<file path="config.mk">
export PLATFORM = sky130hd
export DESIGN_NAME = lsp_param_slice
export DESIGN_NICKNAME = d
export VERILOG_FILES = /design/src/rtl/lsp_pkg.sv /design/src/rtl/lsp_bias_expand.sv /design/src/rtl/lsp_param_slice.sv
export SDC_FILE = /design/constraint.sdc
export NUM_CORES = 1
export LEC_CHECK = 0
export BUFFER_PORTS_ARGS = -buffer_cell sky130_fd_sc_hd__buf_2
export CORE_MARGIN = 2
export CORE_UTILIZATION = 45
export CTS_BUF_LIST = sky130_fd_sc_hd__clkbuf_16
export DETAILED_ROUTE_END_ITERATION = 10
export PLACE_DENSITY = 0.73
export REMOVE_ABC_BUFFERS = 1
export SYNTH_ARGS = -nofsm -noshare
export SYNTH_HDL_FRONTEND = slang
export SYNTH_HIERARCHICAL = 1
export SYNTH_SLANG_ARGS = --single-unit
</file>
<file path="constraint.sdc">
create_clock -name mclk -period 5.6 [get_ports mclk]
set_clock_uncertainty 0.15 [all_clocks]
set_input_delay 1.12 -clock mclk [delete_from_list [all_inputs] [get_ports mclk]]
set_output_delay 1.12 -clock mclk [all_outputs]
set_load 0.1 [all_outputs]
</file>
<file path="src/rtl/lsp_pkg.sv">
// Package: constants and types for the light-sensor parameter slice
package lsp_pkg;

  // ==========================================
  // Register offsets
  localparam logic [7:0] LSP_OFS_PERSIST  = 8'h19;
  localparam logic [7:0] LSP_OFS_BIAS     = 8'h1A;
  localparam logic [7:0] LSP_OFS_EMIT_REC = 8'h1C;
  localparam logic [7:0] LSP_OFS_IR_REC   = 8'h1D;
  localparam logic [7:0] LSP_OFS_IR_SCALE = 8'h1E;
  localparam logic [7:0] LSP_OFS_IR_MISC  = 8'h1F;
  localparam logic [7:0] LSP_OFS_IRQ_STAT = 8'h20;
  localparam logic [7:0] LSP_OFS_IRQ_MASK = 8'h21;
  localparam logic [7:0] LSP_OFS_STATUS   = 8'h22;

  // ==========================================
  // Reset values
  localparam logic [7:0] LSP_RST_PERSIST  = 8'h03;
  localparam logic [7:0] LSP_RST_BIAS     = 8'h80;
  localparam logic [7:0] LSP_RST_EMIT_REC = 8'h00;
  localparam logic [7:0] LSP_RST_IR_REC   = 8'h70;
  localparam logic [7:0] LSP_RST_IR_SCALE = 8'h00;
  localparam logic [7:0] LSP_RST_IR_MISC  = 8'h00;

  // ==========================================
  // Field positions and masks
  localparam int         LSP_REC_SEL_LSB  = 4;
  localparam int         LSP_SPAN_BIT     = 5;
  localparam logic [7:0] LSP_REC_WMASK    = 8'h70;
  localparam logic [7:0] LSP_SCALE_WMASK  = 8'h07;
  localparam logic [7:0] LSP_MISC_WMASK   = 8'h3F;
  localparam logic [15:0] LSP_OVERRANGE   = 16'hFFFF;
  localparam logic [15:0] LSP_SAT_LIMIT   = 16'hFFFE;
  localparam int         LSP_IRQ_W        = 3;
  localparam int         LSP_IRQ_STATUS   = 0;
  localparam int         LSP_IRQ_RESULT   = 1;
  localparam int         LSP_IRQ_OVR      = 2;

  // ==========================================
  // Timing: one base ADC clock is 50 ns
  localparam int         LSP_CLK_NS       = 10;
  localparam int         LSP_ADC_CLK_NS   = 50;
  localparam int         LSP_ADC_DIV      = (LSP_ADC_CLK_NS + LSP_CLK_NS - 1) / LSP_CLK_NS;

  // ==========================================
  // Types
  typedef enum logic [1:0]
  {
    LSP_IDLE    = 2'b00,
    LSP_RECOVER = 2'b01,
    LSP_INTEG   = 2'b10
  } lsp_state_t;

  typedef struct packed
  {
    logic [15:0] raw;
    logic        exceed;
    logic        overrange;
  } lsp_sample_t;

  typedef struct packed
  {
    logic [15:0] data;
    logic        overrange;
  } lsp_result_t;

  typedef struct packed
  {
    logic [7:0] persist;
    logic [7:0] bias;
    logic [7:0] emit_rec;
    logic [7:0] ir_rec;
    logic [7:0] ir_scale;
    logic [7:0] ir_misc;
  } lsp_params_t;

endpackage

</file>
<file path="src/rtl/lsp_bias_expand.sv">
// Module: expands the 8-bit compressed bias code to 16 bits
`timescale 1ns/100ps
`default_nettype none
module lsp_bias_expand
  import lsp_pkg::*;
(
  // Clock and reset
  input  wire logic        mclk,
  input  wire logic        rst,
  // Code in, value out
  input  wire logic [7:0]  code,
  output logic      [15:0] value
);

  typedef struct packed
  {
    logic [15:0] value;
  } lsp_exp_state_t;

  lsp_exp_state_t st_r;
  lsp_exp_state_t st_nxt;
  logic [31:0]    full;

  always_comb
  begin
    full   = {27'h0000000, 1'b1, code[3:0]} << code[7:4];
    st_nxt = st_r;
    st_nxt.value = (|full[31:20]) ? 16'hFFFF : full[19:4];
  end

  always_ff @(posedge mclk)
  begin
    if (rst)
      st_r <= '{value: 16'h0100};
    else
      st_r <= st_nxt;
  end

  assign value = st_r.value;

endmodule
`default_nettype wire

</file>
<file path="src/rtl/lsp_param_slice.sv">
// Module: parameter slice with persistence filter, bias and IR timing
`timescale 1ns/100ps
`default_nettype none
module lsp_param_slice
  import lsp_pkg::*;
#(
  parameter int INTEG_CLKS = 16,
  parameter bit IR_PARAMS  = 1'b1
)
(
  // Clock and reset
  input  wire logic              mclk,
  input  wire logic              rst,
  // Register port
  input  wire logic [7:0]        reg_addr,
  input  wire logic [7:0]        reg_wdata,
  input  wire logic              reg_wr,
  input  wire logic              reg_rd,
  output logic      [7:0]        reg_rdata,
  // Sample input from the threshold comparator
  input  wire logic              smp_valid,
  input  wire lsp_sample_t       smp,
  // Reported result
  output logic                   res_valid,
  output lsp_result_t            res,
  output logic                   amb_status,
  // IR conversion control
  input  wire logic              ir_start,
  output logic                   ir_busy,
  output logic                   ir_adc_tick,
  output logic                   ir_high_span,
  // Interrupt
  output logic                   irq
);

  // ==========================================
  // Parameter check
  generate
    if (INTEG_CLKS < 1 || INTEG_CLKS > 65535)
    begin : g_bad_integ
      $error("INTEG_CLKS out of range");
    end
  endgenerate

  // ==========================================
  // State
  typedef struct packed
  {
    lsp_params_t          prm;
    logic [7:0]           hist;
    logic                 status;
    logic                 res_valid;
    lsp_result_t          res;
    logic [7:0]           rdata;
    logic [LSP_IRQ_W-1:0] irq_stat;
    logic [LSP_IRQ_W-1:0] irq_mask;
    lsp_state_t           fsm;
    logic [9:0]           div_cnt;
    logic [15:0]          tick_cnt;
    logic                 tick;
  } lsp_state_s_t;

  lsp_state_s_t st_r;
  lsp_state_s_t st_nxt;
  logic [15:0]  bias_val;
  logic [16:0]  sum;
  logic [7:0]   hist_new;
  logic [7:0]   hist_hi;
  logic [7:0]   hist_lo;
  logic [2:0]   gain;
  logic [9:0]   div_end;
  logic [9:0]   rec_len;
  logic [LSP_IRQ_W-1:0] ev;

  // ==========================================
  // Persistence history
  // masked positions must all agree
  assign hist_new = {st_r.hist[6:0], smp.exceed};

  genvar k;
  generate
    for (k = 0; k < 8; k++)
    begin : g_hist
      assign hist_hi[k] = ~st_r.prm.persist[k] | hist_new[k];
      assign hist_lo[k] = ~st_r.prm.persist[k] | ~hist_new[k];
    end
  endgenerate

  // ==========================================
  // Bias expansion
  // Registered, so a new code reaches results two cycles on
  // bias expansion
  lsp_bias_expand u_bias
  (
    .mclk  (mclk),
    .rst   (rst),
    .code  (st_r.prm.bias),
    .value (bias_val)
  );

  // ==========================================
  // Register read decode
  function automatic logic [7:0] rd_mux(input lsp_state_s_t s, input logic [7:0] a);
    logic [7:0] v;
    v = 8'h00;
    unique case (a)
      LSP_OFS_PERSIST:  v = s.prm.persist;
      LSP_OFS_BIAS:     v = s.prm.bias;
      LSP_OFS_EMIT_REC: v = s.prm.emit_rec;
      LSP_OFS_IR_REC:   v = s.prm.ir_rec;
      LSP_OFS_IR_SCALE: v = s.prm.ir_scale;
      LSP_OFS_IR_MISC:  v = s.prm.ir_misc;
      LSP_OFS_IRQ_STAT: v = {5'h00, s.irq_stat};
      LSP_OFS_IRQ_MASK: v = {5'h00, s.irq_mask};
      LSP_OFS_STATUS:   v = {5'h00, s.fsm != LSP_IDLE, s.status, |s.hist};
      default:          v = 8'h00;
    endcase
    return v;
  endfunction

  // ==========================================
  // Recovery length decode
  // one clock, else two^(code+2) less one
  function automatic logic [9:0] rec_clocks(input logic [2:0] sel);
    logic [9:0] n;
    if (sel == 3'h0)
      n = 10'h001;
    else
      n = 10'((32'h0000_0001 << ({1'b0, sel} + 4'h2)) - 32'h0000_0001);
    return n;
  endfunction

  // ==========================================
  // Next state
  always_comb
  begin
    st_nxt = st_r;
    ev     = '0;
    st_nxt.res_valid = 1'b0;
    st_nxt.tick      = 1'b0;

    // ==========================================
    // Register writes
    if (reg_wr)
    begin
      unique case (reg_addr)
        LSP_OFS_PERSIST:  st_nxt.prm.persist  = reg_wdata;
        LSP_OFS_BIAS:     st_nxt.prm.bias     = reg_wdata;
        LSP_OFS_EMIT_REC: st_nxt.prm.emit_rec = reg_wdata;
        LSP_OFS_IR_REC:   st_nxt.prm.ir_rec   = reg_wdata & LSP_REC_WMASK;
        LSP_OFS_IR_SCALE: st_nxt.prm.ir_scale = reg_wdata & LSP_SCALE_WMASK;
        // reserved low bits kept as written by host
        LSP_OFS_IR_MISC:  st_nxt.prm.ir_misc  = reg_wdata & LSP_MISC_WMASK;
        LSP_OFS_IRQ_MASK: st_nxt.irq_mask     = reg_wdata[LSP_IRQ_W-1:0];
        default:          st_nxt.prm          = st_r.prm;
      endcase
    end
    st_nxt.rdata = reg_rd ? rd_mux(st_r, reg_addr) : 8'h00;

    // ==========================================
    // Sample path
    // shift history of exceed flags
    sum      = {1'b0, smp.raw} + {1'b0, bias_val};
    if (smp_valid)
    begin
      st_nxt.hist = hist_new;
      if (st_r.prm.persist != 8'h00)
      begin
        if ((&hist_hi) && !st_r.status)
        begin
          st_nxt.status = 1'b1;
          ev[LSP_IRQ_STATUS] = 1'b1;
        end
        else if ((&hist_lo) && st_r.status)
        begin
          st_nxt.status = 1'b0;
          ev[LSP_IRQ_STATUS] = 1'b1;
        end
      end
      st_nxt.res_valid     = 1'b1;
      st_nxt.res.overrange = smp.overrange;
      if (smp.overrange)
      begin
        st_nxt.res.data = LSP_OVERRANGE;
        ev[LSP_IRQ_OVR] = 1'b1;
      end
      else if (sum > {1'b0, LSP_SAT_LIMIT})
        st_nxt.res.data = LSP_SAT_LIMIT;
      else
        st_nxt.res.data = sum[15:0];
      ev[LSP_IRQ_RESULT] = 1'b1;
    end

    // ==========================================
    // IR clock divider
    // defaults when IR parameters unsupported
    gain    = IR_PARAMS ? st_r.prm.ir_scale[2:0] : 3'h0;
    // ADC clock divide by two^gain
    // Wide enough for a divide of 640 at the top gain
    div_end = 10'((LSP_ADC_DIV << gain) - 1);
    rec_len = IR_PARAMS ? rec_clocks(st_r.prm.ir_rec[LSP_REC_SEL_LSB +: 3]) : 10'h001;

    // ==========================================
    // IR conversion sequencer
    unique case (st_r.fsm)
      LSP_IDLE:
      begin
        st_nxt.div_cnt  = '0;
        st_nxt.tick_cnt = '0;
        // Start only taken while idle
        if (ir_start)
          st_nxt.fsm = LSP_RECOVER;
      end
      LSP_RECOVER, LSP_INTEG:
      begin
        if (st_r.div_cnt >= div_end)
        begin
          st_nxt.div_cnt  = '0;
          st_nxt.tick     = 1'b1;
          st_nxt.tick_cnt = st_r.tick_cnt + 16'h0001;
          if (st_r.fsm == LSP_RECOVER && st_r.tick_cnt + 16'h0001 >= {6'h00, rec_len})
          begin
            st_nxt.fsm      = LSP_INTEG;
            st_nxt.tick_cnt = '0;
          end
          else if (st_r.fsm == LSP_INTEG && st_r.tick_cnt + 16'h0001 >= 16'(INTEG_CLKS))
          begin
            st_nxt.fsm      = LSP_IDLE;
            st_nxt.tick_cnt = '0;
          end
        end
        else
          st_nxt.div_cnt = st_r.div_cnt + 10'h001;
      end
      // Unused code returns to idle
      default:
      begin
        st_nxt.fsm      = LSP_IDLE;
        st_nxt.div_cnt  = '0;
        st_nxt.tick_cnt = '0;
      end
    endcase

    // ==========================================
    // Interrupt status
    // Set wins so an event in the clear cycle is kept
    st_nxt.irq_stat = st_r.irq_stat;
    if (reg_wr && reg_addr == LSP_OFS_IRQ_STAT)
      st_nxt.irq_stat = st_r.irq_stat & ~reg_wdata[LSP_IRQ_W-1:0];
    st_nxt.irq_stat = st_nxt.irq_stat | ev;
  end

  // ==========================================
  // State register
  always_ff @(posedge mclk)
  begin
    if (rst)
    begin
      st_r          <= '0;
      st_r.prm      <= '{persist: LSP_RST_PERSIST, bias: LSP_RST_BIAS,
                         emit_rec: LSP_RST_EMIT_REC, ir_rec: LSP_RST_IR_REC,
                         ir_scale: LSP_RST_IR_SCALE, ir_misc: LSP_RST_IR_MISC};
      st_r.fsm      <= LSP_IDLE;
    end
    else
      st_r <= st_nxt;
  end

  // ==========================================
  // Outputs
  assign reg_rdata   = st_r.rdata;
  assign res_valid   = st_r.res_valid;
  assign res         = st_r.res;
  assign amb_status  = st_r.status;
  assign ir_busy     = (st_r.fsm != LSP_IDLE);
  assign ir_adc_tick = st_r.tick;
  assign ir_high_span = IR_PARAMS & st_r.prm.ir_misc[LSP_SPAN_BIT];
  assign irq         = |(st_r.irq_stat & st_r.irq_mask);

endmodule
`default_nettype wire

</file>
==> flow_summary_export.csv, run 1 <==
group,metric,value,unit
status,outcome,"completed",
worst_setup_path,reg2reg_from,"st_r[91]",
worst_hold_path,min_to,"st_r[72]",
logic_synthesis,yosys-top-cells-count,"dfxtp_1 (122), nand2_1 (92), a21oi_1 (77), nor2_1 (74), nand3_1 (73)",
place,dp_hpwl,11.88,mm
worst_hold_path,hold_start,"st_r[72]",
logic_synthesis,netlist-cell-type-count,68,
layout,final_cells,1141,
worst_setup_path,reg2reg_depth,18,
logic_synthesis,synth_edf_count,0,
place,pre_cts_ws,0.9676,ns
logic_synthesis,synth.top_cells.by_area,"dfxtp_1 (34%), ha_1 (8.7%), a21oi_1 (5.4%)",
pwr,total_leakage_power,3.210,nW
worst_setup_path,r2r_end,"st_r[12]",
grt,grt_usage,0.1995,
worst_hold_path,worstHoldPathCells,2,
drt,routedWlPerCell,14.61,um
clock_tree,cts_hold_buf,0,
logic_synthesis,synth_area_per_cell,8.090,sq um
sta,slew_violations,0,
layout,fill_cells,1499,
grt,grt_max_degree,62,
die,die-area,16950,sq um
clock_tree,cts_tree,"done",
worst_setup_path,reg2reg_slack,0.89,ns
die,dieHeight,130.2,um
clock_tree,clk-insertion-delay-late,0.41,ns
place,dp_cells,1109,
logic_synthesis,netlist_area,7168,sq um
worst_setup_path,path_cells,"inv_1, ha_1, nor2_1, nand3_1, ha_1, nor2_1, nor3_1, nor2_1, a21oi_1, ha_1, a21o_1, a21oi_1, nor2_1, a211oi_1, a31oi_1, or4_1, or3_1, o21ai_0",
layout,antenna_cells,0,
layout,utilization,0.5117,
drt,route.vias.total,6359,
sta,worst_slew_pin_slew,0.9368,ns
sta,setup_viol,0,
layout,nets,1003,
worst_setup_path,crit_path_end_kind,"register",
grt,grt-ovfl-total,0,
die,io_pins,71,
logic_synthesis,ys.flop_type,"dfxtp_1",
logic_synthesis,synth_cells,886,
worst_setup_path,startpoint_type,"register",
clock_tree,htreeDepth,4,
worst_setup_path,critPathKind,"register to register",
worst_hold_path,hold_class,"register to register",
clock_tree,ctsResizeCount,0,
pwr,power_density,274.9,nW/um^2
worst_setup_path,crit_required,5.79,ns
clock_tree,clockBufferDepth,2,
place,port_buffers,70,
worst_setup_path,crit_top_cell,"nor2_1",
layout,synthToLayoutAreaGrowth,12.17,%
run,drv_cap,0,
layout,layout-drive-gt1-share,0.1351,
clock_tree,cts_root_buf,"clkbuf_16",
die,rows,46,
drt,via_per_inst,5.573,
die,die_w,130.2,um
sta,max_freq,0.2122,GHz
logic_synthesis,synth_top_area_share,0.3407,
logic_synthesis,synth.most_common_cell,"dfxtp_1",
logic_synthesis,yosysTopAreaCell,"dfxtp_1",
worst_setup_path,arrival,4.90,ns
worst_setup_path,critical-path-slowest-cell,"or4_1",
clock_tree,clkTransAtPathRegs,0.06,ns
drt,drc_errors,0,
drt,drt_pass1_iterations,6,
pwr,power,0.002210,W
logic_synthesis,yosysSeqAreaShare,0.3407,
die,core_area,15710,sq um
clock_tree,cts_made_buffers,17,
worst_setup_path,crit_fanout,15,
grt,grt_pass1_vias,5618,
die,start_util,0.4562,
sta,hold_viol_final,0,
worst_setup_path,max_stage_delay,0.75,ns
sta,totalNegativeSetupSlack,0,ns
clock_tree,cts.sinks,122,
sta,rsz0062_at_grt,"false",
sta,fin_crit_sh,0.8414,
sta,min_period,4.712,ns
drt,ant_nets,0,
pwr,vdd_drop_max,0.0002129,V
logic_synthesis,synth_warnings,6,
drt,first_iter_violations,514,
sta,relSlewSlack,0.3731,
logic_synthesis,synth-seq-cells,122,
sta,fin_ws,0.8883,ns
grt,antenna_found_initial,0,
clock_tree,post-cts-setup-buffer-count,0,
drt,wl,16.67,mm
logic_synthesis,synthArstFlopShare,0,
grt,grt_pass1_wl,27.14,mm
layout,seq_area,2442,sq um
layout,multi_input_area,4193,sq um
place,finalWeightedCongestion,0.8526,
[report_power, final]
group | total (W) | switching (W) | internal, W
sequential | 0.000894 | 0.0000102 | 0.000884
combinational | 0.000245 | 0.000182 | 0.0000632
clock | 0.00107 | 0.000417 | 0.000654
[flip-flops by register name, summed over array words and instances (netlist names)]
register and count:
reg_rdata 8, amb_status 1, ir_high_span 1, u_bias/value 16, gain 3, st_r 67
hist_new 7, ir_adc_tick 1, res_valid 1, res 17
[cell usage in the layout (no fill, tap or decap), drive strengths merged, types with 15 or more instances in the layout]
cell      n
a211oi   22
a21oi    77
a22oi    16
buf      76
clkbuf   17
dfxtp   122
ha       50
inv      44
mux2i    16
nand2    92
nand2b   16
nand3    73
nor2     74
nor3     15
o21ai    26
xnor2    18
[final cells by class]
cell class	count	share of cell area
clock inverter	15	0.01899
clock buffer	17	0.05291
sequential	122	0.3038
inverter	43	0.02007
tap	216	0.03361
timing repair buffer	76	0.04918
multi-input combinational	652	0.5215
[kinds of logic after synthesis]
| logic type | share of synthesized area |
|---|---|
| simple gates | 0.2253 |
| compound gates | 0.2021 |
| flops | 0.3407 |
| buf+inv | 0.07523 |
| fa+ha+maj | 0.09007 |
| xor+xnor | 0.03788 |
| mux | 0.02863 |
[layer usage]
| layer | global-route usage | routed length, um |
|---|---|---|
| met4 | 0.06831 | 213 |
| met2 | 0.3117 | 7483 |
| met1 | 0.2746 | 8125 |
| met5 | 0 | 0 |
| met3 | 0.04182 | 852 |
[worst max path at each step]
| stage | to | from | depth (start not counted) | slack (ns) |
|---|---|---|---|---|
| after floorplan | st_r[3] | st_r[91] | 18 | 1.04 |
| after global placement | st_r[5] | st_r[91] | 18 | 1.07 |
| after detailed placement | st_r[13] | st_r[91] | 18 | 0.97 |
| after CTS | st_r[12] | st_r[91] | 18 | 0.92 |
| after global routing | st_r[13] | st_r[91] | 18 | 0.47 |
| final | st_r[12] | st_r[91] | 18 | 0.89 |
[through the flow]
stage               hold WS, ns  area (sq um)
floorplan                0.2797          6790
global placement         0.2924          7462
detailed placement       0.2979          7462
CTS                      0.3060          8040
global route             0.3278          8040
finish                   0.3043          8040
[worst max-delay path: cells and delay by family, from the launching register on]
family | cells | cell delay (ns)
and+or+nand+nor | 8 | 1.83
adders and majority gates | 3 | 0.96
DFF | 1 | 0.62
buffers and inverters | 1 | 0.21
AOI/OAI and AO/OA | 6 | 0.87
Power figures use the tool's default switching activity.
==> run 2: changes to the inputs <==
PLACE_DENSITY = 0.76   (was 0.73)
clock period = 3.9 ns   (was 5.6 ns; I/O delays follow)
==> run 2 against run 1 <==
Against the previous run:
- clock-buffer cell count unchanged
- maximum frequency up 27%
- utilization up 1.7 points
- sequential share of layout area down 0.95 points
- power up 44%
- die area unchanged
- largest power group unchanged
- highest routed layer unchanged
==> flow_summary_export.csv, run 2 (same netlist as run 1, synthesis figures left out) <==
group,metric,value,unit
clock_tree,cts_hold_buf,0,
layout,final_cells,1171,
place,port_buffers,70,
layout,multi_input_area,4228,sq um
grt,grt_pass1_vias,5663,
sta,max_freq,0.2694,GHz
die,core_area,15710,sq um
layout,layout-drive-gt1-share,0.1665,
grt,grt_usage,0.2017,
layout,most-common-layout-cells,"dfxtp_1 (120), nand2_1 (92), a21oi_1 (76)",
worst_setup_path,cp_top_family,"simple AND/OR/NAND/NOR gates",
sta,rsz0062_at_grt,"false",
pwr,vdd_drop_max,0.0003597,V
drt,ant_nets,0,
place,finalWeightedCongestion,0.8939,
worst_setup_path,path_cells,"inv_1, ha_1, nor2_2, nand3_1, ha_2, nor2_1, nor3_1, nor2_1, a21oi_1, ha_1, a21o_1, a21oi_2, nor2_1, a211oi_2, a31oi_1, buf_4, or4_1, a21o_1, a21oi_1",
layout,synthToLayoutAreaGrowth,15.92,%
sta,setup_viol,0,
die,die_w,130.2,um
layout,fill_cells,1437,
pwr,power,0.003177,W
drt,drt_pass1_iterations,7,
worst_setup_path,arrival,3.90,ns
clock_tree,cts_root_buf,"clkbuf_16",
grt,grt_pass1_wl,27.27,mm
drt,wl,17.02,mm
layout,largest_reg_flops,67,
worst_setup_path,crit_path_end_kind,"register",
sta,totalNegativeSetupSlack,0,ns
pwr,power_density,382.3,nW/um^2
worst_setup_path,critical-path-slowest-cell,"or4_1",
drt,via_per_inst,5.543,
sta,worst_slew_pin_slew,0.7486,ns
drt,drc_errors,0,
clock_tree,clkTransAtPathRegs,0.06,ns
layout,antenna_cells,0,
worst_hold_path,hold_class,"register to register",
clock_tree,clockBufferDepth,2,
worst_setup_path,startpoint_type,"register",
layout,seq_area,2445,sq um
worst_setup_path,max_stage_delay,0.50,ns
worst_setup_path,critPathKind,"register to register",
sta,slew_violations,0,
place,dp_hpwl,12.23,mm
clock_tree,cts.sinks,122,
sta,fin_crit_sh,0.9518,
grt,antenna_found_initial,0,
clock_tree,htreeDepth,4,
die,rows,46,
layout,final_common_cell,"dfxtp_1",
grt,grt-ovfl-total,0,
worst_setup_path,crit_required,4.09,ns
drt,route.vias.total,6491,
status,outcome,"completed",
die,die-area,16950,sq um
drt,first_iter_violations,546,
clock_tree,cts_tree,"done",
sta,relSlewSlack,0.5009,
clock_tree,clk-insertion-delay-late,0.42,ns
grt,grt_max_degree,72,
place,dp_cells,1136,
sta,fin_hold_ws,0.3029,ns
run,drv_cap,0,
pwr,total_leakage_power,3.381,nW
sta,min_period,3.712,ns
worst_setup_path,crit_top_cell,"nor2_1",
worst_setup_path,crit_buf_inv,2,
die,io_pins,71,
worst_setup_path,crit_fanout,5,
layout,utilization,0.5288,
die,start_util,0.4562,
layout,nets,1035,
drt,routedWlPerCell,14.54,um
die,dieHeight,130.2,um
clock_tree,cts_made_buffers,17,
sta,hold_viol_final,0,
layout,regMostFlops,"st_r",
[run 2: cell count changes in the layout (fill, tap and decap cells not counted), sizes merged]
cell	change
inv	+4
buf	+32
clkinvlp	-2
bufinv	+1
clkinv	-5
[run 2: layer usage]
layer  vias to the layer above  part of all wire  track usage
met5                         -                 0            0
met4                         0             0.018      0.07464
met3                        21             0.051      0.03731
met2                       193              0.45       0.3098
met1                      2996              0.48       0.2825
li1                       3281                 -            -
[run 2: tightest hold or removal path, cell delays in order (launching register included)]
cell and delay [ns]:
dfxtp_1 0.30, nand2_1 0.05, a21oi_1 0.05
[run 2: layout make-up]
cell class	instances	area share
well taps	216	0.03253
multi-input cells	652	0.5088
inverters	43	0.01942
repair buffers	108	0.07710
flip-flops and latches	122	0.2942
clock buffers	17	0.05120
clock inverters	13	0.01671
[run 2: path summary, 6_finish.rpt]
| kind | from | to | slack (ns) | cells after the start |
|---|---|---|---|---|
| setup / recovery | st_r[91] | st_r[16] | 0.19 | 19 |
| hold / removal | st_r[72] | st_r[72] | 0.30 | 2 |
| setup reg to reg | st_r[91] | st_r[16] | 0.19 | 19 |
| hold reg to reg | st_r[72] | st_r[72] | 0.30 | 2 |
[run 2: power breakdown]
part,switching [W],internal (W),leakage (nW)
Combinational,0.000268,0.0000962,2.10
Sequential,0.0000154,0.00127,0.988
Clock,0.000547,0.000980,0.289
[run 2: timing repair]
item / 4_1_cts / 5_1_grt
pin swaps: 0 / 4
endpoints found under the setup margin: 1 / 15
buffers inserted: 0 / 4
gates resized for setup: 1 / 13
gates cloned: 0 / 1
[run 2: through the flow]
stage	setup slack, ns	area [sq um]
floorplan	-0.6596	6790
global route	0.007882	8309
CTS	0.004559	8232
detailed placement	-0.08007	7665
global placement	-0.02910	7665
finish	0.1880	8309
